## config.mk

```make
export PLATFORM = sky130hd
export DESIGN_NAME = sbm_addr_gen
export DESIGN_NICKNAME = d
export VERILOG_FILES = /design/src/sbm_pkg.sv /design/src/sbm_addr_gen.sv
export SDC_FILE = /design/constraint.sdc
export NUM_CORES = 1
export LEC_CHECK = 0
export BUFFER_PORTS_ARGS = -buffer_cell sky130_fd_sc_hd__buf_2
export CORE_MARGIN = 3
export CORE_UTILIZATION = 38
export CTS_BUF_LIST = sky130_fd_sc_hd__clkbuf_4
export DETAILED_ROUTE_END_ITERATION = 10
export PLACE_DENSITY = 0.64
export SYNTH_ARGS = -nofsm -noshare
export SYNTH_HDL_FRONTEND = slang
export SYNTH_SLANG_ARGS = --single-unit
```

## constraint.sdc

```tcl
create_clock -name sys_clk -period 10.76 [get_ports sys_clk]
set_input_delay 2.152 -clock sys_clk [delete_from_list [all_inputs] [get_ports sys_clk]]
set_output_delay 2.152 -clock sys_clk [all_outputs]
set_load 0.02 [all_outputs]
```

## src/sbm_pkg.sv

```systemverilog
// Constants and types for the stack and block-move address generator
package sbm_pkg;
	localparam int ADDR_W = 32;
	localparam int DATA_W = 8;
	localparam int IDX_W = 32;
	localparam logic [7:0] BANK_ZERO = 8'h00;
	localparam logic [7:0] TOP_ZERO = 8'h00;
	localparam logic [15:0] UPPER_ZERO = 16'h0000;
	localparam logic [15:0] PTR_STEP = 16'h0001;
	localparam logic [31:0] IDX_STEP32 = 32'h0000_0001;
	localparam logic [15:0] IDX_STEP16 = 16'h0001;
	localparam logic [15:0] CNT_ZERO16 = 16'h0000;
	localparam logic [31:0] CNT_ZERO32 = 32'h0000_0000;

	typedef enum logic [2:0] {
		SBM_MODE_STACK = 3'h0,
		SBM_MODE_VECTOR = 3'h1,
		SBM_MODE_SREL = 3'h2,
		SBM_MODE_SRII = 3'h3,
		SBM_MODE_MV_ASC = 3'h4,
		SBM_MODE_MV_DESC = 3'h5
	} sbm_mode_t;

	typedef enum logic [2:0] {
		SBM_ST_IDLE = 3'h0,
		SBM_ST_PTR_LO = 3'h1,
		SBM_ST_PTR_HI = 3'h2,
		SBM_ST_MV_RD = 3'h3,
		SBM_ST_MV_WR = 3'h4
	} sbm_state_t;

	typedef struct packed {
		logic valid;
		sbm_mode_t mode;
		logic native;
		logic [15:0] sp;
		logic [15:0] vec_addr;
		logic [7:0] byte2;
		logic [7:0] byte3;
		logic [31:0] x;
		logic [31:0] y;
		logic [31:0] acc;
		logic [7:0] data_bank_reg;
	} sbm_req_t;

	typedef struct packed {
		logic rd;
		logic wr;
		logic [31:0] addr;
		logic [7:0] wdata;
	} sbm_mem_t;

	typedef struct packed {
		logic done;
		logic restart;
		logic [31:0] ea;
		logic [31:0] x;
		logic [31:0] y;
		logic [31:0] acc;
		logic [7:0] data_bank_reg;
	} sbm_res_t;

	typedef struct packed {
		sbm_state_t state;
		sbm_mode_t mode;
		logic native;
		logic [15:0] ptr;
		logic [7:0] ptr_lo;
		logic [7:0] src_bank;
		sbm_mem_t mem;
		sbm_res_t res;
	} sbm_st_t;

	localparam sbm_st_t SBM_ST_RESET = '0;
endpackage

```

## src/sbm_addr_gen.sv

```systemverilog
// Stack and block-move effective address generator
`timescale 1ns/10ps
`default_nettype none
module sbm_addr_gen
	import sbm_pkg::*;
#(
	parameter int ADDR_WIDTH = ADDR_W
) (
	input wire logic sys_clk,
	input wire logic nrst,
	input wire sbm_req_t req,
	output logic req_ready,
	output sbm_mem_t mem,
	input wire logic [7:0] mem_rdata,
	input wire logic mem_rdy,
	output sbm_res_t res
);

	generate
		if (ADDR_WIDTH != 32) begin : g_bad_width
			$error("sbm_addr_gen supports only a 32-bit address");
		end
	endgenerate

	sbm_st_t q, d;
	logic take;
	logic [23:0] base24;
	logic [31:0] src_addr;
	logic [31:0] dst_addr;
	logic remain;

	assign req_ready = (q.state == SBM_ST_IDLE);
	assign take = req.valid && req_ready;
	assign mem = q.mem;
	assign res = q.res;

	always_comb begin
		d = q;
		d.res.done = 1'b0;
		d.res.restart = 1'b0;
		base24 = {q.res.data_bank_reg, mem_rdata, q.ptr_lo};
		src_addr = q.native ? q.res.x : {TOP_ZERO, q.src_bank, q.res.x[15:0]};
		dst_addr = q.native ? q.res.y : {TOP_ZERO, q.res.data_bank_reg, q.res.y[15:0]};
		remain = q.native ? (q.res.acc != CNT_ZERO32) : (q.res.acc[15:0] != CNT_ZERO16);
		case (q.state)
			SBM_ST_IDLE: begin
				if (take) begin
					d.mode = req.mode;
					d.native = req.native;
					d.res.x = req.x;
					d.res.y = req.y;
					d.res.acc = req.acc;
					d.res.data_bank_reg = req.data_bank_reg;
					case (req.mode)
						SBM_MODE_STACK: begin
							d.res.ea = {UPPER_ZERO, req.sp};
							d.res.done = 1'b1;
						end
						SBM_MODE_VECTOR: begin
							d.res.ea = {UPPER_ZERO, req.vec_addr};
							d.res.done = 1'b1;
						end
						SBM_MODE_SREL: begin
							d.res.ea = {UPPER_ZERO, req.sp + {8'h00, req.byte2}};
							d.res.done = 1'b1;
						end
						SBM_MODE_SRII: begin
							d.ptr = req.sp + {8'h00, req.byte2};
							d.mem.rd = 1'b1;
							d.mem.addr = {UPPER_ZERO, req.sp + {8'h00, req.byte2}};
							d.state = SBM_ST_PTR_LO;
						end
						SBM_MODE_MV_ASC, SBM_MODE_MV_DESC: begin
							d.res.data_bank_reg = req.byte2;
							d.src_bank = req.byte3;
							d.mem.rd = 1'b1;
							d.mem.addr = req.native ? req.x : {TOP_ZERO, req.byte3, req.x[15:0]};
							d.state = SBM_ST_MV_RD;
						end
						default: begin
							d.res.done = 1'b1;
						end
					endcase
				end
			end
			SBM_ST_PTR_LO: begin
				if (mem_rdy) begin
					d.ptr_lo = mem_rdata;
					d.mem.addr = {UPPER_ZERO, q.ptr + PTR_STEP};
					d.state = SBM_ST_PTR_HI;
				end
			end
			SBM_ST_PTR_HI: begin
				if (mem_rdy) begin
					d.mem.rd = 1'b0;
					if (q.native) begin
						d.res.ea = {TOP_ZERO, base24} + q.res.y;
					end else begin
						d.res.ea = {TOP_ZERO, base24 + {8'h00, q.res.y[15:0]}};
					end
					d.res.done = 1'b1;
					d.state = SBM_ST_IDLE;
				end
			end
			SBM_ST_MV_RD: begin
				if (mem_rdy) begin
					d.mem.rd = 1'b0;
					d.mem.wr = 1'b1;
					d.mem.wdata = mem_rdata;
					d.mem.addr = dst_addr;
					d.res.ea = src_addr;
					d.state = SBM_ST_MV_WR;
				end
			end
			SBM_ST_MV_WR: begin
				if (mem_rdy) begin
					d.mem.wr = 1'b0;
					if (q.native) begin
						if (q.mode == SBM_MODE_MV_ASC) begin
							d.res.x = q.res.x + IDX_STEP32;
							d.res.y = q.res.y + IDX_STEP32;
						end else begin
							d.res.x = q.res.x - IDX_STEP32;
							d.res.y = q.res.y - IDX_STEP32;
						end
						d.res.acc = q.res.acc - IDX_STEP32;
					end else begin
						if (q.mode == SBM_MODE_MV_ASC) begin
							d.res.x[15:0] = q.res.x[15:0] + IDX_STEP16;
							d.res.y[15:0] = q.res.y[15:0] + IDX_STEP16;
						end else begin
							d.res.x[15:0] = q.res.x[15:0] - IDX_STEP16;
							d.res.y[15:0] = q.res.y[15:0] - IDX_STEP16;
						end
						d.res.acc[15:0] = q.res.acc[15:0] - IDX_STEP16;
					end
					d.res.restart = remain;
					d.res.done = 1'b1;
					d.state = SBM_ST_IDLE;
				end
			end
			default: begin
				d = SBM_ST_RESET;
			end
		endcase
	end

	always_ff @(posedge sys_clk or negedge nrst) begin
		if (!nrst) begin
			q <= SBM_ST_RESET;
		end else begin
			q <= d;
		end
	end
endmodule
`default_nettype wire

```

# After elaboration in Yosys (flattened, before gate mapping)
# Index checks and enable logic that the tools add are counted.
# totals
regBits	219
input_bits	168
out_inout_bits	181
elab_cells	141
# op_classes
add_sub_neg	14
n_eq_ne	22
muxes	52
bitwise_logic	7
reduce_logical	26
# op_table
cell	n
$pmux 96 s3	1
$mux 32	8
$pmux 32 s4	2
$mux 16	9
$mux 136	1
$mux 96	1
$pmux 32 s3	1
$sub 32x1->32 const B	3
$add 32x1->32 const B	2
$mux 64	1
$pmux 32 s2	1
$pmux 8 s2	4
$add 16x1->16 const B	3
$sub 16x1->16 const B	3
$mux 42	1
$pmux 20 s2	1
$add 24x32->32	1
$reduce_bool 32->1	1
$add 24x16->24	1
$mux 8	3
$mux 23	1
$reduce_and 5->1	4
$add 16x8->16	1
$reduce_bool 16->1	1
24 further kinds	66

# Longest topological paths before layout
# Gate-level depths: netlist of the first run.
# logic_depth
depth_word	5
mapped_depth	13
mapped_depth_nobuf	12

# Worst setup path after synthesis of the first run
# Ideal clock, no wire load.
# synth_path
path_kind	input to register
startpoint	input port req[112] (netlist bit)
endpoint	register q, in the netlist mem[18]
setup_time_ns	0.124
t_arrival_ns	4.176
t_required_ns	10.636
slack_ns	6.460
path_stages	12
n_path_buf	0
cell_sequence	ha_1 > inv_1 > fa_1 > nor2b_1 > o21ai_0 > a21boi_0 > o21ai_0 > a21oi_1 > and3_1 > xnor2_1 > nor2_1 > a211o_1
# synth_between
elab_chain_len	4
# synth_lines
element	line_no	source
from (decl)	sbm_addr_gen.sv:11	input wire sbm_req_t req,
$add 16x8->16	sbm_addr_gen.sv:70	d.mem.addr = {UPPER_ZERO, req.sp + {8'h00, req.byte2}};
$pmux 32 s2	sbm_addr_gen.sv:54	case (req.mode)
$mux 32	sbm_addr_gen.sv:47	if (take) begin
$pmux 32 s4	sbm_addr_gen.sv:45	case (q.state)
to (signal assigned)	sbm_addr_gen.sv:150	q <= SBM_ST_RESET;
to (signal assigned)	sbm_addr_gen.sv:152	q <= d;
to (decl)	sbm_addr_gen.sv:25	sbm_st_t q, d;
# No other way between the ends. The select of a mux whose other input is x is not followed.
# A chain may end at the register's enable or synchronous reset.

# Final worst setup path of the first run
# layout_path
startpoint	register q[218] (netlist bit)
endpoint	output port req_ready
# layout_between
elab_chain_len	1
# layout_lines
element	line_no	source
$logic_not 3->1	sbm_addr_gen.sv:32	assign req_ready = (q.state == SBM_ST_IDLE);
to (decl)	sbm_addr_gen.sv:12	output logic req_ready,
# No other way between the ends.

==> results.md, run 1 <==
- Setup crit end kind: output pin
- Core area: 45970 µm²
- Most frequent cell after synthesis: nand2_1
- Post-synth top area share: between 30% and 40%
- CTS tree: yes
- Seq cells post-synth: ~220
- Crit path cell chain: inv_2 > nand2_1 > buf_4 > inv_2 > buf_4 > buf_2
- Worst-Margin Slew: ~1.2 ns
- Layout cells sized above 1: ~23%
- Mapped Cells: 2121
- Io pins: roughly 350
- Nets: 2553
- Seq/Total Area, Yosys: between 30% and 40%
- Clock slew at reported path FFs: roughly 0.06 ns
- Worst Hold Class: flip-flop to flip-flop
- Status: finished, final reports clean
- Hold buffer count at cts: 0
- Overall Global Routing Usage: around 27%
- Root buffer cell: clkbuf_4
- Total number of vias: ~18000
- Aggregate global routing overflow: 0
- CTS resizes: 0
- Setup violators final: 0
- Final worst slack: 5.611 ns
- Synth warn: 0
- Wire per inst: 23.86 µm
- Fin. max-slew vios: 0
- DRC: 0
- Max VDD drop: 0.1393 mV
- Via density: 5.989
- Critical path fanouts, max: 31
- EDFF count, synth: 0
- # port buffers: roughly 350
- Rows: 78
- Global-route wire length before repair: 104.4 mm
- # H-tree levels: 3
- Setup Buffers After CTS: 0
- DP HPWL: ~53 mm
- Library cells used by synthesis: slightly below 90
- Non-Filler Instances: slightly below 3000
- Main area contributors after synthesis: dfrtp_1 (31%), buf_4 (7.6%), ha_1 (7.4%)
- Clk_skew: around 0.051 ns
- Setup TNS: 0 ns
- Synthesized area per cell: around 8.4 µm²
- Placed instance count: between 2000 and 3000
- Synth Net Count: 2399
- Slowest stage cell, crit path: dfrtp_4
- Largest delay share family, worst path: buffers and inverters
- Gr busiest metal: met2
- Worst path max stage delay: 0.58 ns
- RSZ-0062 raised after global routing: no
- Initial drt markers: 1893
- Synth area leader: dfrtp_1
- Post-synth top cells: nand2_1 (252), dfrtp_1 (219), o21ai_0 (217), buf_4 (182), nor2_1 (123)
- FMAX: just under 0.2 GHz
- Leakage: 9.309 nW
- Final Util: ~43%
- Vias in the first global route: approximately 17000
- Total power: just over 0.007 W
- Endpoints failing hold: 0
- Clock Latency Late Sink: between 0.7 and 0.8 ns
- WS Path Type: flip-flop to output pin
- Max-Cap Viols: 0
- Synth Flop Type: dfrtp_1
- CP bufs+invs: 5
- CTS max path bufs: 3
- Die width: 223.0 µm
- CP required: 8.61 ns
- Number of buffers created by CTS: 68
- Synthesized area: approximately 18000 µm²
- Die area: around 50000 µm²
- Drt first pass iters: 7
- Ys async rst share: 100.0%
- Die height: around 220 µm
- Total wire length: ~70 mm
- Antenna Nets Post-Route: 0
- Crit path DAT: 3.00 ns
- Placement Setup Slack: between 5 and 6 ns
- GRT met1 Usage: between 30% and 40%
- Final estimated routing congestion in global placement: around 0.96
- Num Clock Sinks: approximately 220
- Normalized max-slew margin: 20.02%
- Largest net degree at the start of global routing: about 100
- GRT met3 Usage: about 5.7%
- CP startpoint kind: flip-flop
- Power per cell area: between 300 and 400 nW/µm²
- Final period demand of the worst path: 5.149 ns
- Initial antenna violation count: 1
- Met2 usage: between 40 and 50%
- Syn-to-layout area delta: 9.891%
- Initial Utilization: ~40%
- Period utilisation layout: a little under half
[cell type report]
type                            count  area [µm²]
Antenna cell                        3       7.507
Clock buffer                       96       720.7
Clock inverter                     19       100.1
Fill cell                        4645       26310
Inverter                           36       135.1
Multi-Input combinational cell   1580       10540
Sequential cell                   219        5484
Tap cell                          600       750.7
Timing Repair Buffer              370        1917
[metal layers]
metal / part of all wire, % / up-vias
li1: - / 7953
met1: 43 / 8497
met2: 45 / 960
met3: 9.5 / 95
met4: 2.7 / 0
met5: 0 / -
[flip-flops by register name, summed over array words and instances, names as in the netlist]
register and count:
res 138, mem 42, q 31, base24 8
[placed cells by master, fill, tap and decap left out, types with 49 or more instances in the layout]
cell	synthesis	layout
nand2_1	252	252
a21o_1	49	49
ha_1	106	106
nor2_1	123	121
a22oi_1	60	60
xnor2_1	70	70
clkbuf_4	0	96
o21ai_0	217	217
mux2i_1	64	64
a21oi_1	114	113
buf_2	10	347
dfrtp_1	219	218
[logic make-up (layout without fill, tap and decap cells)]
kind of cell / count (synthesis) / count (layout) / share of synthesized area [%]
AOI/OAI and AO/OA: 690 / 690 / 25.37
xor gates and xnor gates: 113 / 113 / 5.533
adders and majority gates: 110 / 110 / 7.862
buffers and inverters: 322 / 521 / 10.65
DFF: 219 / 219 / 30.64
muxes: 72 / 72 / 4.106
other: 0 / 3 / 0
and+or+nand+nor: 595 / 595 / 15.84
[worst paths after layout]
check,cells after the start,end,start,slack (ns)
max,6,req_ready,q[218],5.61
max in group asynchronous,2,q[218],nrst,7.81
min in group asynchronous,1,res[44],nrst,1.42
max reg2reg,14,res[66],q[215],6.40
min,2,mem[8],mem[8],0.47
min reg2reg,2,mem[8],mem[8],0.47
[per-stage QoR]
| stage | area, µm² | hold WS [ns] |
|---|---|---|
| after CTS | 19650 | 0.4782 |
| after detailed placement | 18820 | 0.4643 |
| after global routing | 19650 | 0.5120 |
| after floorplan | 17890 | 0.4419 |
| final | 19660 | 0.4722 |
| after global placement | 18820 | 0.4580 |
[tightest hold or removal path, delay by kind of cell (launching register included)]
kind            cells  cell delay, ns
simple gates        1            0.05
compound gates      1            0.06
flops               1            0.33
[power by group]
group	total [W]	switching (W)	internal, W
logic	0.00466	0.00292	0.00174
registers	0.00174	0.000580	0.00116
clock network	0.000836	0.000403	0.000433
total	0.00724	0.00390	0.00334
Power figures use the tool's default switching activity.
==> inputs of run 2 (changes only) <==
--- a/config.mk
+++ b/config.mk
@@ -10,7 +10,7 @@
 export CORE_UTILIZATION = 38
 export CTS_BUF_LIST = sky130_fd_sc_hd__clkbuf_4
 export DETAILED_ROUTE_END_ITERATION = 10
-export PLACE_DENSITY = 0.64
+export PLACE_DENSITY = 0.66
 export SYNTH_ARGS = -nofsm -noshare
 export SYNTH_HDL_FRONTEND = slang
 export SYNTH_SLANG_ARGS = --single-unit
==> constraint.sdc (replaced) <==
create_clock -name sys_clk -period 4.4 [get_ports sys_clk]
set_input_delay 0.88 -clock sys_clk [delete_from_list [all_inputs] [get_ports sys_clk]]
set_output_delay 0.88 -clock sys_clk [all_outputs]
set_load 0.02 [all_outputs]
==> run 2 against run 1 <==
  * Power increased by 150%
  * Global-route usage increased by 0.14 points
  * Cell count increased by 0.68%
  * Clock power increased by 150%
  * Hold slack got worse by 0.36 ns
  * Routed wire length increased by 0.57%
  * Critical path type is now flip-flop to flip-flop
  * Sequential power increased by 140%
==> results.md, run 2 (synthesis results as in run 1) <==
- Status: finished, final reports clean
- Final period demand of the worst path: 3.883 ns
- Setup crit end kind: flip-flop
- Worst-Margin Slew: 1.073 ns (-0.1191 ns)
- Worst r2r path cells: 14 (unchanged)
- Vias in the first global route: 17000 (+0.97%)
- Most common cell after layout, fill and taps aside: buf_2
- Num Clock Sinks: 219 (unchanged)
- Global-route wire length before repair: 105.5 mm (+1.1%)
- Via density: 5.982 (-0.11%)
- Power per cell area: 903.6 nW/µm² (+150%)
- CTS max path bufs: 3 (unchanged)
- Fin. max-slew vios: 0 (unchanged)
- Initial Utilization: 38.91% (unchanged)
- Die width: 223.0 µm (unchanged)
- Leakage: 9.431 nW (+1.3%)
- Placed instance count: 2827 (+0.78%)
- Drt first pass iters: 8 (+1)
- DRC: 0 (unchanged)
- WS Path Type: flip-flop to flip-flop
- CP required: 5.07 ns (-3.54 ns)
- Area of the multi-input gates: 10540 µm² (about the same)
- # port buffers: 348 (unchanged)
- Total wire length: 70.13 mm (+0.57%)
- Reg area: 5484 µm² (unchanged)
- Total number of vias: 17605 (+0.57%)
- Normalized max-slew margin: 28.02% (+8.0 points)
- Number of buffers created by CTS: 69 (+1.5%)
- Setup TNS: 0 ns (unchanged)
- Max FFs per register: 138 (unchanged)
- RSZ-0062 raised after global routing: no
- Die area: 49710 µm² (unchanged)
- Max-Cap Viols: 0 (unchanged)
- Commonest cells after routing, fill and taps aside: buf_2 (347), nand2_1 (252), dfrtp_1 (218)
- Nets: 2576 (+0.90%)
- Io pins: 349 (unchanged)
- Hold buffer count at cts: 0 (unchanged)
- Aggregate global routing overflow: 0 (unchanged)
- CP startpoint kind: flip-flop
- Clk_skew: 0.05573 ns (+0.004969 ns)
- Final estimated routing congestion in global placement: 0.9899 (+3.0%)
- Initial antenna violation count: 5 (+4)
- Worst Hold Class: input port to async pin
- Core area: 45970 µm² (unchanged)
- Clock slew at reported path FFs: 0.07 ns (about the same)
- FMAX: about 0.26 GHz
- # H-tree levels: 3 (unchanged)
- RR Endpoint: res[94]
- Period utilisation layout: about 90%
- CTS resizes: 0 (unchanged)
- Total power: 0.01794 W (+150%)
- Setup Buffers After CTS: 0 (unchanged)
- Wire per inst: 23.83 µm (-0.12%)
- WL met2: 31.60 mm (+0.40%)
- Layout cells sized above 1: 23.64% (+0.88 points)
- Die height: 223.0 µm (unchanged)
- Max VDD drop: 0.3918 mV (+180%)
- Top sig layer: met5
- Syn-to-layout area delta: 11.01%
- Setup violators final: 0 (unchanged)
- Root buffer cell: clkbuf_4
- Critical path fanouts, max: 38 (+23%)
- DP HPWL: 53.46 mm (+0.75%)
- Fill cells: 4640 (-0.11%)
- Final Util: 43.20% (+0.44 points)
- Clock Latency Late Sink: 0.77 ns (about the same)
- Rows: 78 (unchanged)
- CTS tree: yes
- Worst R2R Start: q[214]
- Endpoints failing hold: 0 (unchanged)
- R2R Setup Slk: 0.52 ns (-5.88 ns)
- Metal-1 WL: 29.83 mm (+0.44%)
- Met3 Wirelength: 6.294 mm (-5.2%)
- Non-Filler Instances: 2943 (+0.68%)
- Antenna Nets Post-Route: 0 (unchanged)
- Largest net degree at the start of global routing: 95 (-6.9%)
- Crit path DAT: 4.55 ns (+1.55 ns)
- Initial drt markers: 1911 (+0.95%)
- Overall Global Routing Usage: 27.15% (+0.14 points)
[run 2: metrics by stage]
step / setup WS, ns / instance area (µm²) / hold slack [ns]
floorplan: 0.3089 / 17890 / 0.4419
global placement: 0.8470 / 19010 / 0.4603
detailed placement: 0.7246 / 19010 / 0.4667
CTS: 0.5973 / 19850 / 0.1193
global route: 0.2589 / 19850 / 0.1268
finish: 0.5169 / 19860 / 0.1104
[run 2: worst max-delay path by stage]
stage / slack, ns / to / startpoint / cells after the start
6_report: 0.52 / res[94] / q[214] / 14
4_1_cts: 0.60 / req_ready / q[218] / 5
3_5_place_dp: 0.72 / res[94] / q[214] / 14
5_1_grt: 0.26 / res[86] / q[214] / 14
2_1_floorplan: 0.31 / res[103] / q[214] / 13
3_3_place_gp: 0.85 / res[100] / q[214] / 14
[run 2: cell type report]
| type | instances | share of cell area, % |
|---|---|---|
| antenna | 4 | 0.05041 |
| clock buffer | 101 | 3.819 |
| clock inverter | 11 | 0.3718 |
| inverter | 36 | 0.6805 |
| multi-input combinational | 1580 | 53.07 |
| sequential | 219 | 27.62 |
| tap | 600 | 3.781 |
| timing repair buffer | 392 | 10.61 |
[run 2: layer usage]
| layer | up-vias | track usage [%] |
|---|---|---|
| met5 | - | 0 |
| met4 | 6 | 9.393 |
| met3 | 156 | 6.105 |
| met2 | 955 | 42.88 |
| met1 | 8504 | 36.65 |
| li1 | 7984 | - |
[run 2: report_power, final]
| group | switching [W] | internal [W] |
|---|---|---|
| clock network | 0.000996 | 0.00110 |
| logic | 0.00738 | 0.00437 |
| registers | 0.00126 | 0.00285 |
[run 2: critical path, cell delays in order, from the launching register on]
cell and delay, ns:
dfrtp_1 0.38, nor3b_1 0.22, buf_4 0.17, inv_2 0.17
buf_12 0.25, ha_1 0.41, nand2_1 0.07, o21ai_0 0.28
a31oi_1 0.11, o21ai_0 0.41, nor3b_1 0.16, o21ai_0 0.60
a31oi_1 0.20, xor2_1 0.18, o21ai_0 0.16
==> inputs of run 3 (changes only) <==
--- a/config.mk
+++ b/config.mk
@@ -5,12 +5,13 @@
 export SDC_FILE = /design/constraint.sdc
 export NUM_CORES = 1
 export LEC_CHECK = 0
+export ABC_AREA = 1
 export BUFFER_PORTS_ARGS = -buffer_cell sky130_fd_sc_hd__buf_2
 export CORE_MARGIN = 3
 export CORE_UTILIZATION = 38
 export CTS_BUF_LIST = sky130_fd_sc_hd__clkbuf_4
 export DETAILED_ROUTE_END_ITERATION = 10
-export PLACE_DENSITY = 0.66
+export PLACE_DENSITY = 0.65
 export SYNTH_ARGS = -nofsm -noshare
 export SYNTH_HDL_FRONTEND = slang
 export SYNTH_SLANG_ARGS = --single-unit
==> run 3 against run 2 <==
  * Routed wire length rose by 21%
  * Sequential power shrank 5%
  * First-iteration DRC count grew 14%
  * Setup slack better by 0.55 ns
  * Die area grew 15%
  * Clock skew grew 0.0091 ns
  * Register-to-register slack gained 0.65 ns
  * Utilization down 0.39 points
  * Critical path depth fell by 9
  * Cell count up 47%
  * Global-route usage up 1.6 points
  * Flip-flop and latch count unchanged
==> results.md, run 3 <==
- # H-tree levels: 3 (unchanged)
- Total wire length: 84.57 mm (+21%)
- Normalized max-slew margin: 25.85% (-2.2 points)
- Max-Cap Viols: 0 (unchanged)
- FMAX: 0.3003 GHz (+17%)
- Endpoints failing hold: 0 (unchanged)
- Status: finished, final reports clean
- Syn-to-layout area delta: 9.992%
- Final period demand of the worst path: 3.330 ns (-0.5530 ns)
- Die height: 239.4 µm (+7.4%)
- Hold buffer count at cts: 0 (unchanged)
- Io pins: 349 (unchanged)
- Num Clock Sinks: 219 (unchanged)
- Setup crit end kind: output pin
- Vias in the first global route: 21742 (+28%)
- Die area: 57310 µm² (+15%)
- Nets: 3848 (+49%)
- Core area: 53180 µm² (+16%)
- Fill cells: 5921 (+28%)
- Clock Latency Late Sink: 0.81 ns (+0.04 ns)
- Final estimated routing congestion in global placement: 1.009 (+1.9%)
- Critical path startpoint: q[217]
- Period utilisation layout: 75.69% (-13 points)
- Worst r2r path cells: 13 (-1)
- Worst R2R Start: q[215]
- Clk_skew: 0.06481 ns (+0.009085 ns)
- Setup TNS: 0 ns (unchanged)
- Setup Buffers After CTS: 0 (unchanged)
- Total number of vias: 22920 (+30%)
- Final worst slack: 1.070 ns (+0.5530 ns)
- DRC: 0 (unchanged)
- Initial drt markers: 2169 (+14%)
- Synth Flop Type: dfrtp_1
- Drt first pass iters: 6 (-2)
- Rows: 84 (+7.7%)
- Synth area leader: dfrtp_1
- Layout cells sized above 1: 14.46% (-9.2 points)
- Placement Setup Slack: 1.273 ns (+0.5485 ns)
- Number of buffers created by CTS: 72 (+4.3%)
- Synthesized area per cell: 6.115 µm² (-27%)
- Non-Filler Instances: 4314 (+47%)
- Post-synth top area share: 26.47% (-4.2 points)
- Total power: 0.01892 W (+5.5%)
- Leakage: 12.84 nW (+36%)
- Most common cell after layout, fill and taps aside: nand2_1
- Placed instance count: 4184 (+48%)
- Worst-Margin Slew: 1.112 ns (+0.03966 ns)
- WS Path Type: flip-flop to output pin
- Antenna Nets Post-Route: 0 (unchanged)
- CP required: 3.52 ns (-1.55 ns)
- Library cells used by synthesis: 50 (-43%)
- DP HPWL: 66.41 mm (+24%)
- Post-synth top cells: nand2_1 (1245), inv_1 (384), o21ai_0 (264), nor2_1 (258), nand3_1 (227)
- Max VDD drop: 0.4243 mV (+8.3%)
- Main area contributors after synthesis: dfrtp_1 (26%), nand2_1 (23%), inv_1 (7.0%)
- EDFF count, synth: 0 (unchanged)
- Synthesized area: 20700 µm² (+16%)
- Initial antenna violation count: 10 (+5)
- Aggregate global routing overflow: 0 (unchanged)
- Seq/Total Area, Yosys: 26.47% (-4.2 points)
- Ys async rst share: 100.0% (unchanged)
- # port buffers: 348 (unchanged)
- Hold slack: 0.03307 ns (-0.07736 ns)
- CTS resizes: 0 (unchanged)
- RR Endpoint: res[98]
- CP endpoint: req_ready
- Initial Utilization: 38.92% (about the same)
- Via density: 5.313 (-11%)
- Mapped Cells: 3385 (+60%)
- Most frequent cell after synthesis: nand2_1
- Seq cells post-synth: 219 (unchanged)
- R2R Setup Slk: 1.17 ns (+0.65 ns)
- Synth Net Count: 3663 (+53%)
- Wire per inst: 19.60 µm (-18%)
- Power per cell area: 831.1 nW/µm² (-8.0%)
- Worst Hold Class: input port to async pin
- Clock slew at reported path FFs: 0.07 ns (about the same)
- Overall Global Routing Usage: 28.78% (+1.6 points)
- Fin. max-slew vios: 0 (unchanged)
- Global-route wire length before repair: 126.5 mm (+20%)
- Root buffer cell: clkbuf_4
- CP startpoint kind: flip-flop
- Crit path DAT: 2.45 ns (-2.10 ns)
- Die width: 239.4 µm (+7.4%)
- CTS tree: yes
- Critical path fanouts, max: 31 (-18%)
- Commonest cells after routing, fill and taps aside: nand2_1 (1244), inv_1 (384), buf_2 (347)
- Synth warn: 0 (unchanged)
- Setup violators final: 0 (unchanged)
- Largest net degree at the start of global routing: 85 (-11%)
- RSZ-0062 raised after global routing: no
- CTS max path bufs: 3 (unchanged)
- Max FFs per register: 138 (unchanged)
## run 3: cell count changes in the layout (fill, tap and decap cells not counted), moves of 41 or more
cell,delta
nand3_1,+184
xnor2_1,-55
nor2_1,+136
mux2i_1,-64
a21o_1,-41
o21ai_0,+47
a22oi_1,-41
a21oi_1,+44
nand2_1,+992
inv_1,+351
## run 3: how the worst min path moves through the flow
stage	from	to	slack [ns]	cells past startpoint
3_5_place_dp	mem[31]	mem[31]	0.46	2
5_1_grt	nrst	mem[17]	0.05	1
4_1_cts	nrst	q[205]	0.04	1
6_report	nrst	res[108]	0.03	1
3_3_place_gp	mem[24]	mem[24]	0.45	2
2_1_floorplan	mem[24]	mem[24]	0.44	2
## run 3: critical path, stage by stage, from the launching register on
cell and delay [ns]:
dfrtp_1 0.43, nor2_2 0.29, inv_2 0.11, nor2_4 0.22, buf_4 0.36, buf_2 0.24
## run 3: routing by layer
layer | GRT usage (%) | part of all wire (%)
met3 | 5.780 | 8.7
met2 | 45.96 | 45
met4 | 11.67 | 3.9
met5 | 0 | 0.025
met1 | 38.19 | 43
## run 3: report_power, final
group          internal (W)  switching, W  leakage (nW)
registers           0.00278       0.00113          2.90
clock network       0.00112       0.00102         0.530
logic               0.00380       0.00908          9.42
total               0.00769        0.0112          12.8
## run 3: area by class of cell
cell class | instances | area, µm² | area share, %
clock inverters | 18 | 102.6 | 0.4506
flip-flops and latches | 219 | 5480 | 24.07
multi-input cells | 2505 | 12070 | 53.00
inverters | 398 | 1494 | 6.562
clock buffers | 102 | 765.7 | 3.363
repair buffers | 374 | 1972 | 8.661
diodes | 10 | 25.02 | 0.1099
well taps | 688 | 860.8 | 3.781
## run 3: logic make-up (layout without fill, tap and decap cells)
group,after synthesis,count (layout),synth area share (%)
simple gates,1840,1840,36.05
xor+xnor,30,30,1.269
fa+ha+maj,110,110,6.794
other cells,0,10,0
flops,219,219,26.47
compound gates,525,525,13.99
buf+inv,661,892,15.43
## run 3: through the flow
| step | cell area, µm² | util [%] |
|---|---|---|
| final | 22770 | 42.81 |
| after global routing | 22770 | 42.81 |
| after CTS | 22740 | 42.77 |
| after detailed placement | 21870 | 41.13 |
| after global placement | 21870 | 41.13 |
| after floorplan | 20700 | - |
